## config.mk

```make
export PLATFORM = sky130hd
export DESIGN_NAME = plcfe_enable_control_regs
export DESIGN_NICKNAME = d
export VERILOG_FILES = /design/src/plcfe_pkg.sv /design/src/plcfe_enable_control_regs.sv /design/src/plcfe_spi_frame.sv
export VERILOG_INCLUDE_DIRS = /design/src
export SDC_FILE = /design/constraint.sdc
export NUM_CORES = 1
export LEC_CHECK = 0
export BUFFER_PORTS_ARGS = -buffer_cell sky130_fd_sc_hd__buf_2
export CAP_MARGIN = 15
export CORE_AREA = 5 5 88 90
export CTS_CLUSTER_SIZE = 40
export DETAILED_ROUTE_END_ITERATION = 6
export DIE_AREA = 0 0 93 95
export GPL_TIMING_DRIVEN = 0
export PLACE_DENSITY = 0.6
export SLEW_MARGIN = 20
export SYNTH_ARGS = -nofsm -noshare
export SYNTH_HDL_FRONTEND = slang
export SYNTH_SLANG_ARGS = --single-unit
export TNS_END_PERCENT = 10
```

## constraint.sdc

```tcl
create_clock -name clk_in -period 4.4 [get_ports clk_in]
set_clock_uncertainty 0.15 [all_clocks]
set_input_delay 0.44 -clock clk_in [delete_from_list [all_inputs] [get_ports clk_in]]
set_output_delay 0.44 -clock clk_in [all_outputs]
set_load 0.03 [all_outputs]
```

## src/plcfe_consts.svh

```systemverilog
`ifndef PLCFE_CONSTS_SVH
`define PLCFE_CONSTS_SVH

// register addresses on the serial link
`define PLCFE_ADDR_BLOCK_ENABLES_SECOND 6'h03
`define PLCFE_ADDR_FILTER_CALIBRATION_CONTROL 6'h04
`define PLCFE_ADDR_FAULT_FLAG_CONTROL 6'h05
`define PLCFE_ADDR_RESET_STATUS 6'h09

// reset values
`define PLCFE_RST_BLOCK_ENABLES_SECOND 8'h00
`define PLCFE_RST_FILTER_CALIBRATION_CONTROL 8'h00
`define PLCFE_RST_FAULT_FLAG_CONTROL 8'h01
`define PLCFE_RST_FLAGS 2'h0

// block_enables_second fields
`define PLCFE_BIT_ZERO_CROSS 0
`define PLCFE_BIT_REFERENCE_A 1
`define PLCFE_BIT_REFERENCE_B 2
`define PLCFE_BIT_AMP_OUTPUT 3
`define PLCFE_MASK_BLOCK_ENABLES_SECOND 8'h0F

// filter_calibration_control fields
`define PLCFE_BIT_TX_CAL 0
`define PLCFE_BIT_RX_CAL 1
`define PLCFE_BIT_TX_GAIN_CAL 2
`define PLCFE_BIT_BAND 3
`define PLCFE_BIT_TX_READY 6
`define PLCFE_BIT_RX_READY 7
`define PLCFE_MASK_FILTER_CALIBRATION_CONTROL 8'h0F

// fault_flag_control fields
`define PLCFE_BIT_THERMAL_EN 5
`define PLCFE_BIT_OVERCURRENT_EN 6
`define PLCFE_MASK_FAULT_FLAG_CONTROL 8'h60

// reset/status register fields
`define PLCFE_SOFT_RST_MSB 4
`define PLCFE_SOFT_RST_LSB 2
`define PLCFE_SOFT_RST_CODE 3'h5
`define PLCFE_BIT_THERMAL_FLAG 5
`define PLCFE_BIT_OVERCURRENT_FLAG 6

// serial frame layout and bit counts
`define PLCFE_FRAME_RW_BIT 15
`define PLCFE_FRAME_ADDR_MSB 13
`define PLCFE_FRAME_ADDR_LSB 8
`define PLCFE_FRAME_DATA_MSB 7
`define PLCFE_HDR_RW_BIT 7
`define PLCFE_HDR_ADDR_MSB 5
`define PLCFE_HDR_LAST 5'h07
`define PLCFE_HDR_BITS 5'h08
`define PLCFE_FRAME_BITS 5'h10
`define PLCFE_FRAME_OVERRUN 5'h11
`define PLCFE_SYNC_RST 3'h2

`endif

```

## src/plcfe_pkg.sv

```systemverilog
`default_nettype none
package plcfe_pkg;
    typedef logic [7:0] plcfe_byte_t;
    typedef logic [5:0] plcfe_addr_t;
    typedef enum logic {
        PLCFE_DIR_WRITE = 1'h0,
        PLCFE_DIR_READ = 1'h1
    } plcfe_dir_e;
endpackage

`default_nettype wire

```

## src/plcfe_enable_control_regs.sv

```systemverilog
// Function
// - second enable bit 0 powers the zero-crossing detector
// - second enable bit 1 switches reference block A
// - second enable bit 2 switches reference block B
// - second enable bit 3 drives amp output low impedance, else high impedance
// - second enable register at 0x03 resets to 0x00, bits 7:4 read zero
// - filter control bit 0 selects transmit calibration mode
// - filter control bit 1 selects receive calibration mode
// - filter control bit 2 selects transmit gain-stage calibration mode
// - filter control bit 3 selects band A response or shared B/C/D response
// - filter control bit 6 reads transmit readiness, read only
// - filter control bit 7 reports the receive block status
// - filter control register at 0x04 resets to 0x00, bits 5:4 reserved
// - fault control bit 5 allows the thermal-overload flag
// - fault control bit 6 allows the output-overcurrent flag
// - fault control register at 0x05 defaults to 0x01, low bits reserved
// - frame is direction bit, one unused bit, six address bits, eight data bits, rising-edge sampling
// - soft reset code 101 restores enable and control registers to defaults
// - fault flags latch until software writes zero to them
`timescale 1ns/1ps
`default_nettype none
`include "plcfe_consts.svh"

module plcfe_enable_control_regs (
    input wire logic clk_in,
    input wire logic rst_n_in,
    input wire logic sclk_in,
    input wire logic cs_n_in,
    input wire logic mosi_in,
    input wire logic tx_ready_in,
    input wire logic rx_ready_in,
    input wire logic thermal_event_in,
    input wire logic overcurrent_event_in,
    output logic miso_out,
    output logic miso_oe_out,
    output logic zero_cross_enable_out,
    output logic reference_a_enable_out,
    output logic reference_b_enable_out,
    output logic amp_output_stage_enable_out,
    output logic transmit_calibration_out,
    output logic receive_calibration_out,
    output logic transmit_gain_stage_calibration_out,
    output logic filter_band_select_out,
    output logic thermal_flag_out,
    output logic overcurrent_flag_out
);
    plcfe_pkg::plcfe_byte_t block_enables_second;
    plcfe_pkg::plcfe_byte_t filter_calibration_control;
    plcfe_pkg::plcfe_byte_t fault_flag_control;
    plcfe_pkg::plcfe_byte_t rd_data;
    plcfe_pkg::plcfe_byte_t wr_data;
    plcfe_pkg::plcfe_addr_t hdr_addr;
    plcfe_pkg::plcfe_addr_t wr_addr;
    logic hdr_done, wr_strobe;
    logic wr_enables, wr_filter, wr_fault, wr_status, soft_reset;
    logic [3:0] status_raw;
    logic [3:0] status_sync;
    logic tx_ready_s, rx_ready_s, thermal_s, overcurrent_s;
    logic thermal_set, overcurrent_set, thermal_clr, overcurrent_clr;

    plcfe_spi_frame u_frame (
        .clk_in(clk_in),
        .rst_n_in(rst_n_in),
        .sclk_in(sclk_in),
        .cs_n_in(cs_n_in),
        .mosi_in(mosi_in),
        .rd_data_in(rd_data),
        .miso_out(miso_out),
        .miso_oe_out(miso_oe_out),
        .hdr_done_out(hdr_done),
        .hdr_addr_out(hdr_addr),
        .wr_strobe_out(wr_strobe),
        .wr_addr_out(wr_addr),
        .wr_data_out(wr_data)
    );

    // analog status levels are asynchronous to clk_in
    assign status_raw = {overcurrent_event_in, thermal_event_in, rx_ready_in, tx_ready_in};

    genvar gi;
    generate
        for (gi = 0; gi < 4; gi++) begin : g_status_sync
            logic stage_a;
            logic stage_b;
            always_ff @(posedge clk_in or negedge rst_n_in) begin
                if (!rst_n_in) begin
                    stage_a <= 1'h0;
                    stage_b <= 1'h0;
                end else begin
                    stage_a <= status_raw[gi];
                    stage_b <= stage_a;
                end
            end
            assign status_sync[gi] = stage_b;
        end
    endgenerate

    assign tx_ready_s = status_sync[0];
    assign rx_ready_s = status_sync[1];
    assign thermal_s = status_sync[2];
    assign overcurrent_s = status_sync[3];

    always_comb begin
        wr_enables = 1'h0;
        wr_filter = 1'h0;
        wr_fault = 1'h0;
        wr_status = 1'h0;
        if (wr_strobe && wr_addr == `PLCFE_ADDR_BLOCK_ENABLES_SECOND) begin
            wr_enables = 1'h1;
        end else if (wr_strobe && wr_addr == `PLCFE_ADDR_FILTER_CALIBRATION_CONTROL) begin
            wr_filter = 1'h1;
        end else if (wr_strobe && wr_addr == `PLCFE_ADDR_FAULT_FLAG_CONTROL) begin
            wr_fault = 1'h1;
        end else if (wr_strobe && wr_addr == `PLCFE_ADDR_RESET_STATUS) begin
            wr_status = 1'h1;
        end
    end

    assign soft_reset = wr_status
        && wr_data[`PLCFE_SOFT_RST_MSB:`PLCFE_SOFT_RST_LSB] == `PLCFE_SOFT_RST_CODE;

    // masks keep reserved bits at their default whatever the host writes
    always_ff @(posedge clk_in or negedge rst_n_in) begin
        if (!rst_n_in) begin
            block_enables_second <= `PLCFE_RST_BLOCK_ENABLES_SECOND;
        end else if (soft_reset) begin
            block_enables_second <= `PLCFE_RST_BLOCK_ENABLES_SECOND;
        end else if (wr_enables) begin
            block_enables_second <= wr_data & `PLCFE_MASK_BLOCK_ENABLES_SECOND;
        end
    end

    always_ff @(posedge clk_in or negedge rst_n_in) begin
        if (!rst_n_in) begin
            filter_calibration_control <= `PLCFE_RST_FILTER_CALIBRATION_CONTROL;
        end else if (soft_reset) begin
            filter_calibration_control <= `PLCFE_RST_FILTER_CALIBRATION_CONTROL;
        end else if (wr_filter) begin
            filter_calibration_control <= wr_data & `PLCFE_MASK_FILTER_CALIBRATION_CONTROL;
        end
    end

    always_ff @(posedge clk_in or negedge rst_n_in) begin
        if (!rst_n_in) begin
            fault_flag_control <= `PLCFE_RST_FAULT_FLAG_CONTROL;
        end else if (soft_reset) begin
            fault_flag_control <= `PLCFE_RST_FAULT_FLAG_CONTROL;
        end else if (wr_fault) begin
            fault_flag_control <= (wr_data & `PLCFE_MASK_FAULT_FLAG_CONTROL)
                | (`PLCFE_RST_FAULT_FLAG_CONTROL & ~`PLCFE_MASK_FAULT_FLAG_CONTROL);
        end
    end

    // outputs are plain register bits, so they move only on a committed write
    assign zero_cross_enable_out = block_enables_second[`PLCFE_BIT_ZERO_CROSS];
    assign reference_a_enable_out = block_enables_second[`PLCFE_BIT_REFERENCE_A];
    assign reference_b_enable_out = block_enables_second[`PLCFE_BIT_REFERENCE_B];
    assign amp_output_stage_enable_out = block_enables_second[`PLCFE_BIT_AMP_OUTPUT];
    assign transmit_calibration_out = filter_calibration_control[`PLCFE_BIT_TX_CAL];
    assign receive_calibration_out = filter_calibration_control[`PLCFE_BIT_RX_CAL];
    assign transmit_gain_stage_calibration_out = filter_calibration_control[`PLCFE_BIT_TX_GAIN_CAL];
    assign filter_band_select_out = filter_calibration_control[`PLCFE_BIT_BAND];

    // a fault arriving in the clearing cycle wins over the clear
    assign thermal_set = thermal_s && fault_flag_control[`PLCFE_BIT_THERMAL_EN];
    assign overcurrent_set = overcurrent_s && fault_flag_control[`PLCFE_BIT_OVERCURRENT_EN];
    assign thermal_clr = wr_status && !wr_data[`PLCFE_BIT_THERMAL_FLAG];
    assign overcurrent_clr = wr_status && !wr_data[`PLCFE_BIT_OVERCURRENT_FLAG];

    always_ff @(posedge clk_in or negedge rst_n_in) begin
        if (!rst_n_in) begin
            thermal_flag_out <= 1'h0;
            overcurrent_flag_out <= 1'h0;
        end else begin
            thermal_flag_out <= thermal_set || (thermal_flag_out && !thermal_clr);
            overcurrent_flag_out <= overcurrent_set || (overcurrent_flag_out && !overcurrent_clr);
        end
    end

    // read data is chosen from the header address; unmapped addresses read zero
    always_comb begin
        rd_data = 8'h00;
        if (hdr_addr == `PLCFE_ADDR_BLOCK_ENABLES_SECOND) begin
            rd_data = block_enables_second;
        end else if (hdr_addr == `PLCFE_ADDR_FILTER_CALIBRATION_CONTROL) begin
            rd_data = filter_calibration_control;
            rd_data[`PLCFE_BIT_TX_READY] = tx_ready_s;
            rd_data[`PLCFE_BIT_RX_READY] = rx_ready_s;
        end else if (hdr_addr == `PLCFE_ADDR_FAULT_FLAG_CONTROL) begin
            rd_data = fault_flag_control;
        end else if (hdr_addr == `PLCFE_ADDR_RESET_STATUS) begin
            rd_data[`PLCFE_BIT_THERMAL_FLAG] = thermal_flag_out;
            rd_data[`PLCFE_BIT_OVERCURRENT_FLAG] = overcurrent_flag_out;
        end
    end
endmodule

`default_nettype wire

```

## src/plcfe_spi_frame.sv

```systemverilog
`timescale 1ns/1ps
`default_nettype none
`include "plcfe_consts.svh"

module plcfe_spi_frame (
    input wire logic clk_in,
    input wire logic rst_n_in,
    input wire logic sclk_in,
    input wire logic cs_n_in,
    input wire logic mosi_in,
    input wire plcfe_pkg::plcfe_byte_t rd_data_in,
    output logic miso_out,
    output logic miso_oe_out,
    output logic hdr_done_out,
    output var plcfe_pkg::plcfe_addr_t hdr_addr_out,
    output logic wr_strobe_out,
    output var plcfe_pkg::plcfe_addr_t wr_addr_out,
    output var plcfe_pkg::plcfe_byte_t wr_data_out
);
    logic [2:0] pin_raw;
    logic [2:0] pin_sync;
    // a constant, so the asynchronous reset branch loads only constants
    localparam logic [2:0] sync_rst = `PLCFE_SYNC_RST;
    logic sclk_s, cs_n_s, mosi_s, sclk_d, cs_n_d;
    logic sclk_rise, sclk_fall, cs_rise;
    logic [4:0] bit_count;
    logic [15:0] shift_in;
    logic [7:0] shift_out;
    logic frame_read;
    logic in_data_phase;

    assign pin_raw = {mosi_in, cs_n_in, sclk_in};

    // pins come from the host clock domain: two flops before any use
    genvar gi;
    generate
        for (gi = 0; gi < 3; gi++) begin : g_sync
            logic stage_a;
            logic stage_b;
            always_ff @(posedge clk_in or negedge rst_n_in) begin
                if (!rst_n_in) begin
                    stage_a <= sync_rst[gi];
                    stage_b <= sync_rst[gi];
                end else begin
                    stage_a <= pin_raw[gi];
                    stage_b <= stage_a;
                end
            end
            assign pin_sync[gi] = stage_b;
        end
    endgenerate

    assign sclk_s = pin_sync[0];
    assign cs_n_s = pin_sync[1];
    assign mosi_s = pin_sync[2];

    always_ff @(posedge clk_in or negedge rst_n_in) begin
        if (!rst_n_in) begin
            sclk_d <= 1'h0;
            cs_n_d <= 1'h1;
        end else begin
            sclk_d <= sclk_s;
            cs_n_d <= cs_n_s;
        end
    end

    assign sclk_rise = sclk_s & ~sclk_d;
    assign sclk_fall = ~sclk_s & sclk_d;
    assign cs_rise = cs_n_s & ~cs_n_d;
    assign in_data_phase = (bit_count >= `PLCFE_HDR_BITS) && (bit_count < `PLCFE_FRAME_BITS);

    // count saturates past a full frame so long frames are never committed
    always_ff @(posedge clk_in or negedge rst_n_in) begin
        if (!rst_n_in) begin
            bit_count <= 5'h00;
        end else if (cs_n_s) begin
            bit_count <= 5'h00;
        end else if (sclk_rise && bit_count != `PLCFE_FRAME_OVERRUN) begin
            bit_count <= bit_count + 5'h01;
        end
    end

    always_ff @(posedge clk_in or negedge rst_n_in) begin
        if (!rst_n_in) begin
            shift_in <= 16'h0000;
        end else if (!cs_n_s && sclk_rise) begin
            shift_in <= {shift_in[14:0], mosi_s};
        end
    end

    always_ff @(posedge clk_in or negedge rst_n_in) begin
        if (!rst_n_in) begin
            hdr_done_out <= 1'h0;
        end else begin
            hdr_done_out <= !cs_n_s && sclk_rise && bit_count == `PLCFE_HDR_LAST;
        end
    end

    assign hdr_addr_out = shift_in[`PLCFE_HDR_ADDR_MSB:0];

    always_ff @(posedge clk_in or negedge rst_n_in) begin
        if (!rst_n_in) begin
            frame_read <= 1'h0;
        end else if (cs_n_s) begin
            frame_read <= 1'h0;
        end else if (hdr_done_out) begin
            frame_read <= shift_in[`PLCFE_HDR_RW_BIT] == plcfe_pkg::PLCFE_DIR_READ;
        end
    end

    assign miso_oe_out = frame_read;

    // read data is launched on falling edges so the host samples it on rising ones
    always_ff @(posedge clk_in or negedge rst_n_in) begin
        if (!rst_n_in) begin
            shift_out <= 8'h00;
            miso_out <= 1'h0;
        end else if (cs_n_s) begin
            miso_out <= 1'h0;
        end else if (hdr_done_out && shift_in[`PLCFE_HDR_RW_BIT]) begin
            shift_out <= rd_data_in;
        end else if (sclk_fall && frame_read && in_data_phase) begin
            miso_out <= shift_out[7];
            shift_out <= {shift_out[6:0], 1'h0};
        end
    end

    // a write lands only once chip select is released after exactly sixteen bits
    always_ff @(posedge clk_in or negedge rst_n_in) begin
        if (!rst_n_in) begin
            wr_strobe_out <= 1'h0;
            wr_addr_out <= 6'h00;
            wr_data_out <= 8'h00;
        end else begin
            wr_strobe_out <= cs_rise && bit_count == `PLCFE_FRAME_BITS
                && shift_in[`PLCFE_FRAME_RW_BIT] == plcfe_pkg::PLCFE_DIR_WRITE;
            if (cs_rise) begin
                wr_addr_out <= shift_in[`PLCFE_FRAME_ADDR_MSB:`PLCFE_FRAME_ADDR_LSB];
                wr_data_out <= shift_in[`PLCFE_FRAME_DATA_MSB:0];
            end
        end
    end
endmodule

`default_nettype wire
```

==> Yosys cells after proc, flatten, opt, wreduce, memory -nomap -nowiden <==
Index checks and enable logic that the tools add are counted.
W data, S select, Z words.
{ "totals": {"latchBits": 0, "output_inout_bits": 12, "elab_cells": 121, "mem_bits_rw": 0, "mem_count": 0, "rom_bits": 0, "ff_bits": 86, "inputBits": 9} }
{ "classes": {"shift": 0, "order_cmp": 2, "div_mod_pow": 0, "n_reduce_logical": 36, "mul": 0, "bitwise_logic": 8, "n_eq_ne": 13, "n_addsub": 1, "muxes": 31} }
{ "op_table": {"columns": ["op", "n"], "rows": [
  ["$mux W8", 8],
  ["$eq A6 B3 Y1 const B", 4],
  ["$logic_and A1 B1 Y1", 20],
  ["$mux W1", 16],
  ["$mux W5", 3],
  ["$reduce_bool A2 Y1", 7],
  ["$eq A6 B2 Y1 const B", 2],
  ["$eq A6 B4 Y1 const B", 2],
  ["$mux W6", 2],
  ["$add A5 B1 Y5 const B", 1],
  ["$eq A5 B3 Y1 const B", 1],
  ["$eq A5 B5 Y1 const B", 1],
  ["$ge A5 B4 Y1 const B", 1],
  ["$logic_not A1 Y1", 5],
  ["$lt A5 B5 Y1 const B", 1],
  ["$ne A5 B5 Y1 const B", 1],
  ["$not A1 Y1", 5],
  ["$mux W2", 2],
  ["$reduce_and A2 Y1", 2],
  ["$and A1 B1 Y1", 3],
  ["$eq A3 B3 Y1 const B", 1],
  ["$logic_or A1 B1 Y1", 2],
  ["$ne A2 B1 Y1 const B", 1]
]} }

==> Logic depth before layout (Yosys ltp) <==
Gate-level depths: netlist of the first run.
{ "logic_depth": {"word_depth": 10, "ltp_mapped": 6, "ltp_nobuf": 5} }

==> Cells and area by module <==
A second synthesis of the first run with hierarchy kept.
{ "hier_totals": {"cells_unflattened": 261, "hier_area_um2": 3283.1} }
{ "by_module_without_submodules": {"columns": ["mod", "seq_area_each_um2", "instances", "cells_per_inst", "area_each_um2"], "rows": [
  ["plcfe_spi_frame", 1380.1, 1, 168, 2321.0],
  ["plcfe_enable_control_regs", 500.5, 1, 93, 962.2]
]} }

==> Worst setup path after synthesis of the first run <==
Ideal clock, no wire load.
{ "synth_path": {"path_type": "register -> register", "start": "register u_frame.frame_read (netlist: u_frame.miso_oe_out)", "end": "register u_frame.shift_out[0]", "slack_ps": 2750, "path_stages_with_launch": 5, "t_required_ps": 4128, "period_less_slack_ps": 1650, "arrival_ps": 1378, "n_path_buf": 1, "setup_ps": 122, "path_cell_list": "dfrtp_1 > or3b_1 > a2bb2oi_2 > buf_6 > a32o_1"} }
{ "synth_via": {"elab_chain_cells": 4} }
{ "synth_lines": {"columns": ["item", "line", "rtl"], "rows": [
  ["start: declaration", "plcfe_spi_frame.sv:29", "logic frame_read;"],
  ["start signal: assignment", "plcfe_spi_frame.sv:107", "frame_read <= shift_in[`PLCFE_HDR_RW_BIT] == plcfe_pkg::PLCFE_DIR_READ;"],
  ["$logic_and A1 B1 Y1 (2 in series)", "plcfe_spi_frame.sv:122", "end else if (sclk_fall && frame_read && in_data_phase) begin"],
  ["$reduce_bool A2 Y1 (no source line)", null, null],
  ["$reduce_and A2 Y1 (no source line)", null, null],
  ["end signal: assignment", "plcfe_spi_frame.sv:121", "shift_out <= rd_data_in;"],
  ["end signal: assignment", "plcfe_spi_frame.sv:124", "shift_out <= {shift_out[6:0], 1'h0};"],
  ["end: declaration", "plcfe_spi_frame.sv:28", "logic [7:0] shift_out;"]
]} }
Every way passes these cells.
A chain may end at the register's enable or synchronous reset.

==> Final worst setup path of the first run <==
{ "layout_path": {"start": "register u_frame.g_sync[1].stage_b (netlist: u_frame.cs_n_s)", "end": "register u_frame.wr_addr_out[4]"} }
{ "layout_via": {"elab_chain_cells": 1} }
{ "layout_lines": {"columns": ["item", "line", "rtl"], "rows": [
  ["start: declaration", "plcfe_spi_frame.sv:39", "logic stage_b;"],
  ["start signal: assignment", "plcfe_spi_frame.sv:43", "stage_b <= sync_rst[gi];"],
  ["start signal: assignment", "plcfe_spi_frame.sv:46", "stage_b <= stage_a;"],
  ["$and A1 B1 Y1", "plcfe_spi_frame.sv:69", "assign cs_rise = cs_n_s & ~cs_n_d;"],
  ["end signal: assignment", "plcfe_spi_frame.sv:138", "wr_addr_out <= shift_in[`PLCFE_FRAME_ADDR_MSB:`PLCFE_FRAME_ADDR_LSB];"],
  ["end: declaration", "plcfe_spi_frame.sv:17", "output var plcfe_pkg::plcfe_addr_t wr_addr_out,"]
]} }
Every way passes these cells.

==> run metrics, run 1 <==
run status finished, final reports clean; Hold/Removal Path Class input pin to register; count of flip-flops with a built-in enable after synthesis 0; via density per instance around 5.3; Clk pwr share ~35%; syn avg cell area 13.0 sq um; number of global-route vias before repair around 1,900; placeable core region 0.00698 sq mm; number of warnings printed during yosys synthesis 0; fraction of layout instances using a drive strength above 1 30.4%; Top Ports 21; via count 1,861; power share of the sequential group ~56%; kind of critical path register to register; dominant synthesized flop cell dfrtp_1; power density over cell area ~410 mW/mm^2; antenna cell count 0; max-cap viol count 0; 1st-pass router iterations 4; area of the die 0.00884 sq mm; total routing resource utilization after global routing 14.2%; final HPWL from detailed placement 3810 um; final number of max-transition violations 0; CP startpoint kind register; initial cell density of the core 43.3%; Post-Route Setup TNS 0 ns; final period utilization 42.6%; pin slew with the least headroom to its limit 0.454 ns; most common library cells after synthesis dfrtp_1, mux2_2, nor2_1; endpoint class of the critical path register; # setup viols final 0; # nets final 277; number of register bits inferred by synthesis 74; number of buffer cells added on primary ports 20; final weighted congestion in routability-driven placement 0.768; number of levels in the clock H-tree 3; height of the chip 95 um; sequential fraction of the synthesis area between 60% and 70%; Synth Cell Area 0.00302 sq mm; largest cells by area after synthesis dfrtp_1, mux2_2, mux2i_1; CTS max path bufs 2; power share of the combinational group between 8 and 9%; fraction of registers with async set or reset after synthesis 100%; CTS hold repair buffers 1; internal power of the cells 0.00106 W; clock latency reported for the late side of the worst-skew pair 0.34 ns; final-report hold violation count 0; synth-to-layout area growth 14.3%; wire length of the first global-routing pass around 9600 um; post-route ant nets 0; count of cell types in the netlist 48; synthesized instance count 232; highest ir drop seen on vdd roughly 0.16 mV; Synth Net Count 244; number of core rows 31; cells resized by post-CTS repair 0; share of the synthesized area in the top cell type 58.8%; highest fanout seen on the critical path 10; fraction of power spent switching nets 25.5%; number of clock sinks seen by CTS 74; CTS clk-pin slew, worst paths 0.07 ns; cell with the most instances after synthesis dfrtp_1; final worst hold slack ~0.052 ns; initial antenna violation count 0; leakage power summed over all cells 1.66 nW; count of fill cells added during filler insertion 629; crit path time final 1.88 ns; number of buffers added for setup after CTS 0; post-synthesis cell type with the largest combined area dfrtp_1; net switching power of the design 0.000362 W; pin count of the biggest net entering global routing 52; clock tree root driver cell clkbuf_8; data required time at the worst endpoint 4.47 ns; Peak Freq around 530 MHz; unrepaired setup endpoints after global routing no; DR iter-0 viols 73; number of design rule violations left after detail routing 0; total length of routed wires around 5500 um; arrival time of the worst setup path 1.94 ns; Num CTS Buffers 9; Routed WL per cell 15.7 um; overflow left after global routing 0; width of the die 93 um; worst-case headroom to the max-slew limit 69.6%; CTS tree yes
==> stage by stage <==
stage               power (W)  std cells  utilization, %  setup WS, ns  area, sq um
finish                0.00142        352            49.5          2.52         3460
floorplan            0.000889        232               -          2.75         3020
CTS                   0.00143        352            49.5          2.51         3460
global placement     0.000936        334            46.2          2.24         3230
detailed placement   0.000942        335            46.6          2.53         3260
global route          0.00149        352            49.5          2.44         3460
==> logic make-up after synthesis <==
logic type,Yosys count,synth area share [%]
compound gates,31,7.53
xor+xnor,3,0.869
fa+ha+maj,3,1.24
buf+inv,14,2.57
flops,74,61.4
mux,36,13.0
simple gates,71,13.4
==> final cells by class <==
class	instances	area, sq um	share of cell area [%]
sequential	74	1860	53.7
multi-input combinational	144	1090	31.6
clock buffer	12	165	4.78
timing repair buffer	22	140	4.05
tap	82	103	2.97
buffer	6	47.5	1.38
inverter	8	30.0	0.869
clock inverter	4	25.0	0.724
==> critical path, cell delays in order (launching register included) <==
cell	delay, ns
dfstp_2	0.55
inv_1	0.11
nor2_2	0.33
buf_4	0.27
mux2_2	0.35
==> path summary, 6_finish.rpt <==
check                           slack, ns                startpoint                         to  depth (start not counted)
worst max-delay path                 2.52            u_frame.cs_n_s     u_frame.wr_addr_out[4]                          4
worst min-delay path                 0.05                   cs_n_in  u_frame.g_sync[1].stage_a                          1
worst max register to register       2.52            u_frame.cs_n_s     u_frame.wr_addr_out[4]                          4
worst min register to register       0.19  g_status_sync[2].stage_a   g_status_sync[2].stage_b                          0
max in group asynchronous            3.09                  rst_n_in             u_frame.cs_n_d                          3
min in group asynchronous            0.39                  rst_n_in   g_status_sync[2].stage_b                          2
==> metal layers <==
| metal | GRT usage, % | vias to the layer above | part of all wire [%] |
|---|---|---|---|
| met3 | 3.90 | 4 | 2.4 |
| li1 | - | 890 | - |
| met4 | 6.23 | 0 | 0.87 |
| met2 | 22.7 | 23 | 49 |
| met5 | 0 | - | 0 |
| met1 | 18.2 | 944 | 47 |
==> flip-flops by register name, indices dropped and copies added (netlist names), 2 cells and up <==
signal,flops
u_frame.g_sync.stage_a,3
u_frame.wr_addr_out,6
block_enables_second,4
u_frame.shift_out,8
u_frame.bit_count,5
g_status_sync.stage_a,4
u_frame.wr_data_out,7
filter_calibration_control,4
g_status_sync.stage_b,4
u_frame.shift_in,16
fault_flag_control,2
u_frame.g_sync.stage_b,2
==> power by group through the flow <==
| stage | registers [W] | logic, W | clock network (W) |
|---|---|---|---|
| 2_1_floorplan | 0.000796 | 0.0000926 | 0 |
| 3_3_place_gp | 0.000813 | 0.000122 | 0 |
| 3_5_place_dp | 0.000814 | 0.000128 | 0 |
| 4_1_cts | 0.000801 | 0.000129 | 0.000505 |
| 5_1_grt | 0.000811 | 0.000143 | 0.000539 |
| 6_report | 0.000801 | 0.000127 | 0.000491 |
==> layout by cell type (no fill, tap or decap), types with 4 or more instances in the layout <==
cell type  synthesis  layout
mux2_2            26      26
nor2b_1            5       5
clkbuf_8           0      12
buf_2              2      21
o21ai_0            6       6
nand2_1           18      18
dfrtp_1           71      71
mux2i_1           10      10
nand4_1            4       4
nor2_1            21      21
inv_1              8       8
nand2b_1           4       4
Power figures use the tool's default switching activity.
==> inputs of run 2 (changes only) <==
==> constraint.sdc (replaced) <==
create_clock -name clk_in -period 1.95 [get_ports clk_in]
set_clock_uncertainty 0.15 [all_clocks]
set_input_delay 0.195 -clock clk_in [delete_from_list [all_inputs] [get_ports clk_in]]
set_output_delay 0.195 -clock clk_in [all_outputs]
set_load 0.03 [all_outputs]
==> run metrics, run 2 (synthesis gave the netlist of run 1 again) <==
final period utilization 90.7% (+48 points); highest fanout seen on the critical path 10 (unchanged); max-cap viol count 0 (unchanged); via count 1,870 (+0.48%); Top Ports 21 (unchanged); wire length of the first global-routing pass 9650 um (+1.0%); post-route ant nets 0 (unchanged); initial cell density of the core 43.3% (unchanged); final HPWL from detailed placement 3810 um (unchanged); placeable core region 0.00698 sq mm (unchanged); ordered cell list for the critical path inv_1 -> nor2_4 -> buf_4 -> mux2_2; met1 track demand over resource 18.4% (+0.21 points); total routing resource utilization after global routing 14.3% (+0.12 points); final weighted congestion in routability-driven placement 0.768 (unchanged); longest individual stage delay on the worst path 0.55 ns (about the same); antenna cell count 0 (unchanged); final-report hold violation count 0 (unchanged); global routing met3 resource utilization 3.82% (-0.080 points); Peak Freq 566 MHz (+6.1%); number of buffers and inverters on the critical path 2 (unchanged); worst reg2reg path startpoint u_frame.cs_n_s; fraction of layout instances using a drive strength above 1 29.6% (-0.77 points); highest ir drop seen on vdd 0.356 mV (+130%); arrival time of the worst setup path 1.84 ns (-0.10 ns); Num CTS Buffers 9 (unchanged); initial antenna violation count 0 (unchanged); endpoint class of the critical path register; cell area after layout 0.00353 sq mm (+2.2%); # nets final 284 (+2.5%); area used by multi-input combinational logic 0.00110 sq mm (+0.46%); number of levels in the clock H-tree 3 (unchanged); leading cell type in the layout, fill and taps excluded dfrtp_1; Hold/Removal Path Class input pin to asynchronous set/reset pin; CTS max path bufs 2 (unchanged); CTS clk-pin slew, worst paths 0.08 ns (about the same); synth-to-layout area growth 16.8%; crit path time final 1.77 ns (-0.108 ns); Most Used Layer, Global Route met2; clock tree root driver cell clkbuf_8; cell count of the worst reg-to-reg path 4 (unchanged); power density over cell area 909 mW/mm^2 (+120%); 1st-pass router iterations 4 (unchanged); largest registers in the final layout u_frame.shift_in (16), u_frame.shift_out (8), u_frame.wr_data_out (7); overflow left after global routing 0 (unchanged); count of fill cells added during filler insertion 626 (-0.48%); # setup viols final 0 (unchanged); standard cell area after detailed placement 0.00326 sq mm (unchanged); number of clock sinks seen by CTS 74 (unchanged); total length of routed wires 5530 um (+0.40%); CTS tree yes; clock latency reported for the late side of the worst-skew pair 0.34 ns (about the same); highest-count cells in the layout ignoring fill and taps dfrtp_1, mux2_2, buf_2, nor2_1, nand2_1; height of the chip 95 um (unchanged); width of the die 93 um (unchanged); via density per instance 5.21 (-1.5%); Largest register FFs 16 (unchanged); DR iter-0 viols 69 (-5.5%); R2R Path End u_frame.wr_addr_out[3]; area of all sequential standard cells 0.00186 sq mm (unchanged); CP startpoint kind register; Post-Route Setup TNS 0 ns (unchanged); Routed WL per cell 15.4 um (-1.6%); unrepaired setup endpoints after global routing no; cell family with most CP delay flip-flops; register containing the most flip-flops in the final layout u_frame.shift_in; pin slew with the least headroom to its limit 0.448 ns (-0.00620 ns); area of the die 0.00884 sq mm (unchanged); number of design rule violations left after detail routing 0 (unchanged); run status finished, final reports clean; leakage power summed over all cells 1.69 nW (+1.8%); number of global-route vias before repair 1,956 (+1.4%); worst-case headroom to the max-slew limit 70.0% (+0.41 points); pin count of the biggest net entering global routing 52 (unchanged); M2 GR Usage 22.9% (+0.24 points); data required time at the worst endpoint 2.02 ns (-2.45 ns); number of core rows 31 (unchanged); master of the slowest instance on the critical path dfstp_2; final number of max-transition violations 0 (unchanged); kind of critical path register to register; flop2flop setup slack 0.18 ns (-2.34 ns); number of buffer cells added on primary ports 20 (unchanged)
==> run 2: cell types whose count changed in the layout (fill, tap and decap cells not counted) <==
cell	previous run	this run
nor2_2	1	0
nor2_4	1	2
dlygate4sd3_1	1	8
==> run 2: power by group <==
group          total, W  internal, W  switching, W
clock           0.00111     0.000562      0.000545
combinational  0.000297     0.000160      0.000137
sequential      0.00181      0.00167      0.000133
total           0.00321      0.00240      0.000815
==> run 2: worst max-delay path by stage <==
| stage | startpoint | to | slack, ns | cells after the start |
|---|---|---|---|---|
| 3_3_place_gp | rst_n_in | u_frame.shift_out[6] | 0.04 | 1 |
| 6_report | u_frame.cs_n_s | u_frame.wr_addr_out[3] | 0.18 | 4 |
| 2_1_floorplan | u_frame.miso_oe_out | u_frame.shift_out[0] | 0.30 | 4 |
| 5_1_grt | u_frame.wr_addr_out[5] | filter_calibration_control[3] | 0.06 | 4 |
| 3_5_place_dp | u_frame.cs_n_s | u_frame.wr_data_out[2] | 0.08 | 4 |
| 4_1_cts | u_frame.cs_n_s | u_frame.wr_addr_out[4] | 0.06 | 4 |
==> run 2: layout make-up <==
| class | instances | share of cell area, % |
|---|---|---|
| inverter | 8 | 0.850 |
| multi-input combinational | 144 | 31.0 |
| sequential | 74 | 52.5 |
| clock buffer | 12 | 4.68 |
| tap | 82 | 2.90 |
| buffer | 6 | 1.35 |
| clock inverter | 4 | 0.708 |
| timing repair buffer | 29 | 5.95 |
==> run 2: metrics by stage <==
stage                     util [%]  worst slack [ns]  hold slack, ns  power, W  std cells
after detailed placement      46.6            0.0796         -0.0249   0.00213        335
after CTS                     50.5            0.0628           0.141   0.00325        359
after floorplan                  -             0.300          -0.251   0.00201        232
after global routing          50.6            0.0571           0.183   0.00338        359
after global placement        46.2            0.0384           0.151   0.00211        334
final                         50.6             0.182           0.146   0.00321        359
==> run 2: routing by layer <==
metal  share of wire, %  wire length, um
met1                 48             2640
met2                 48             2650
met3                3.0              166
met4                1.3               73
met5                  0                0
==> run 2: repair_timing <==
action,CTS,global route
resized for setup,0,1
endpoints found under the setup margin,0,1
hold buffers,8,0
setup buffers,0,0
endpoints found under the hold margin,78,0
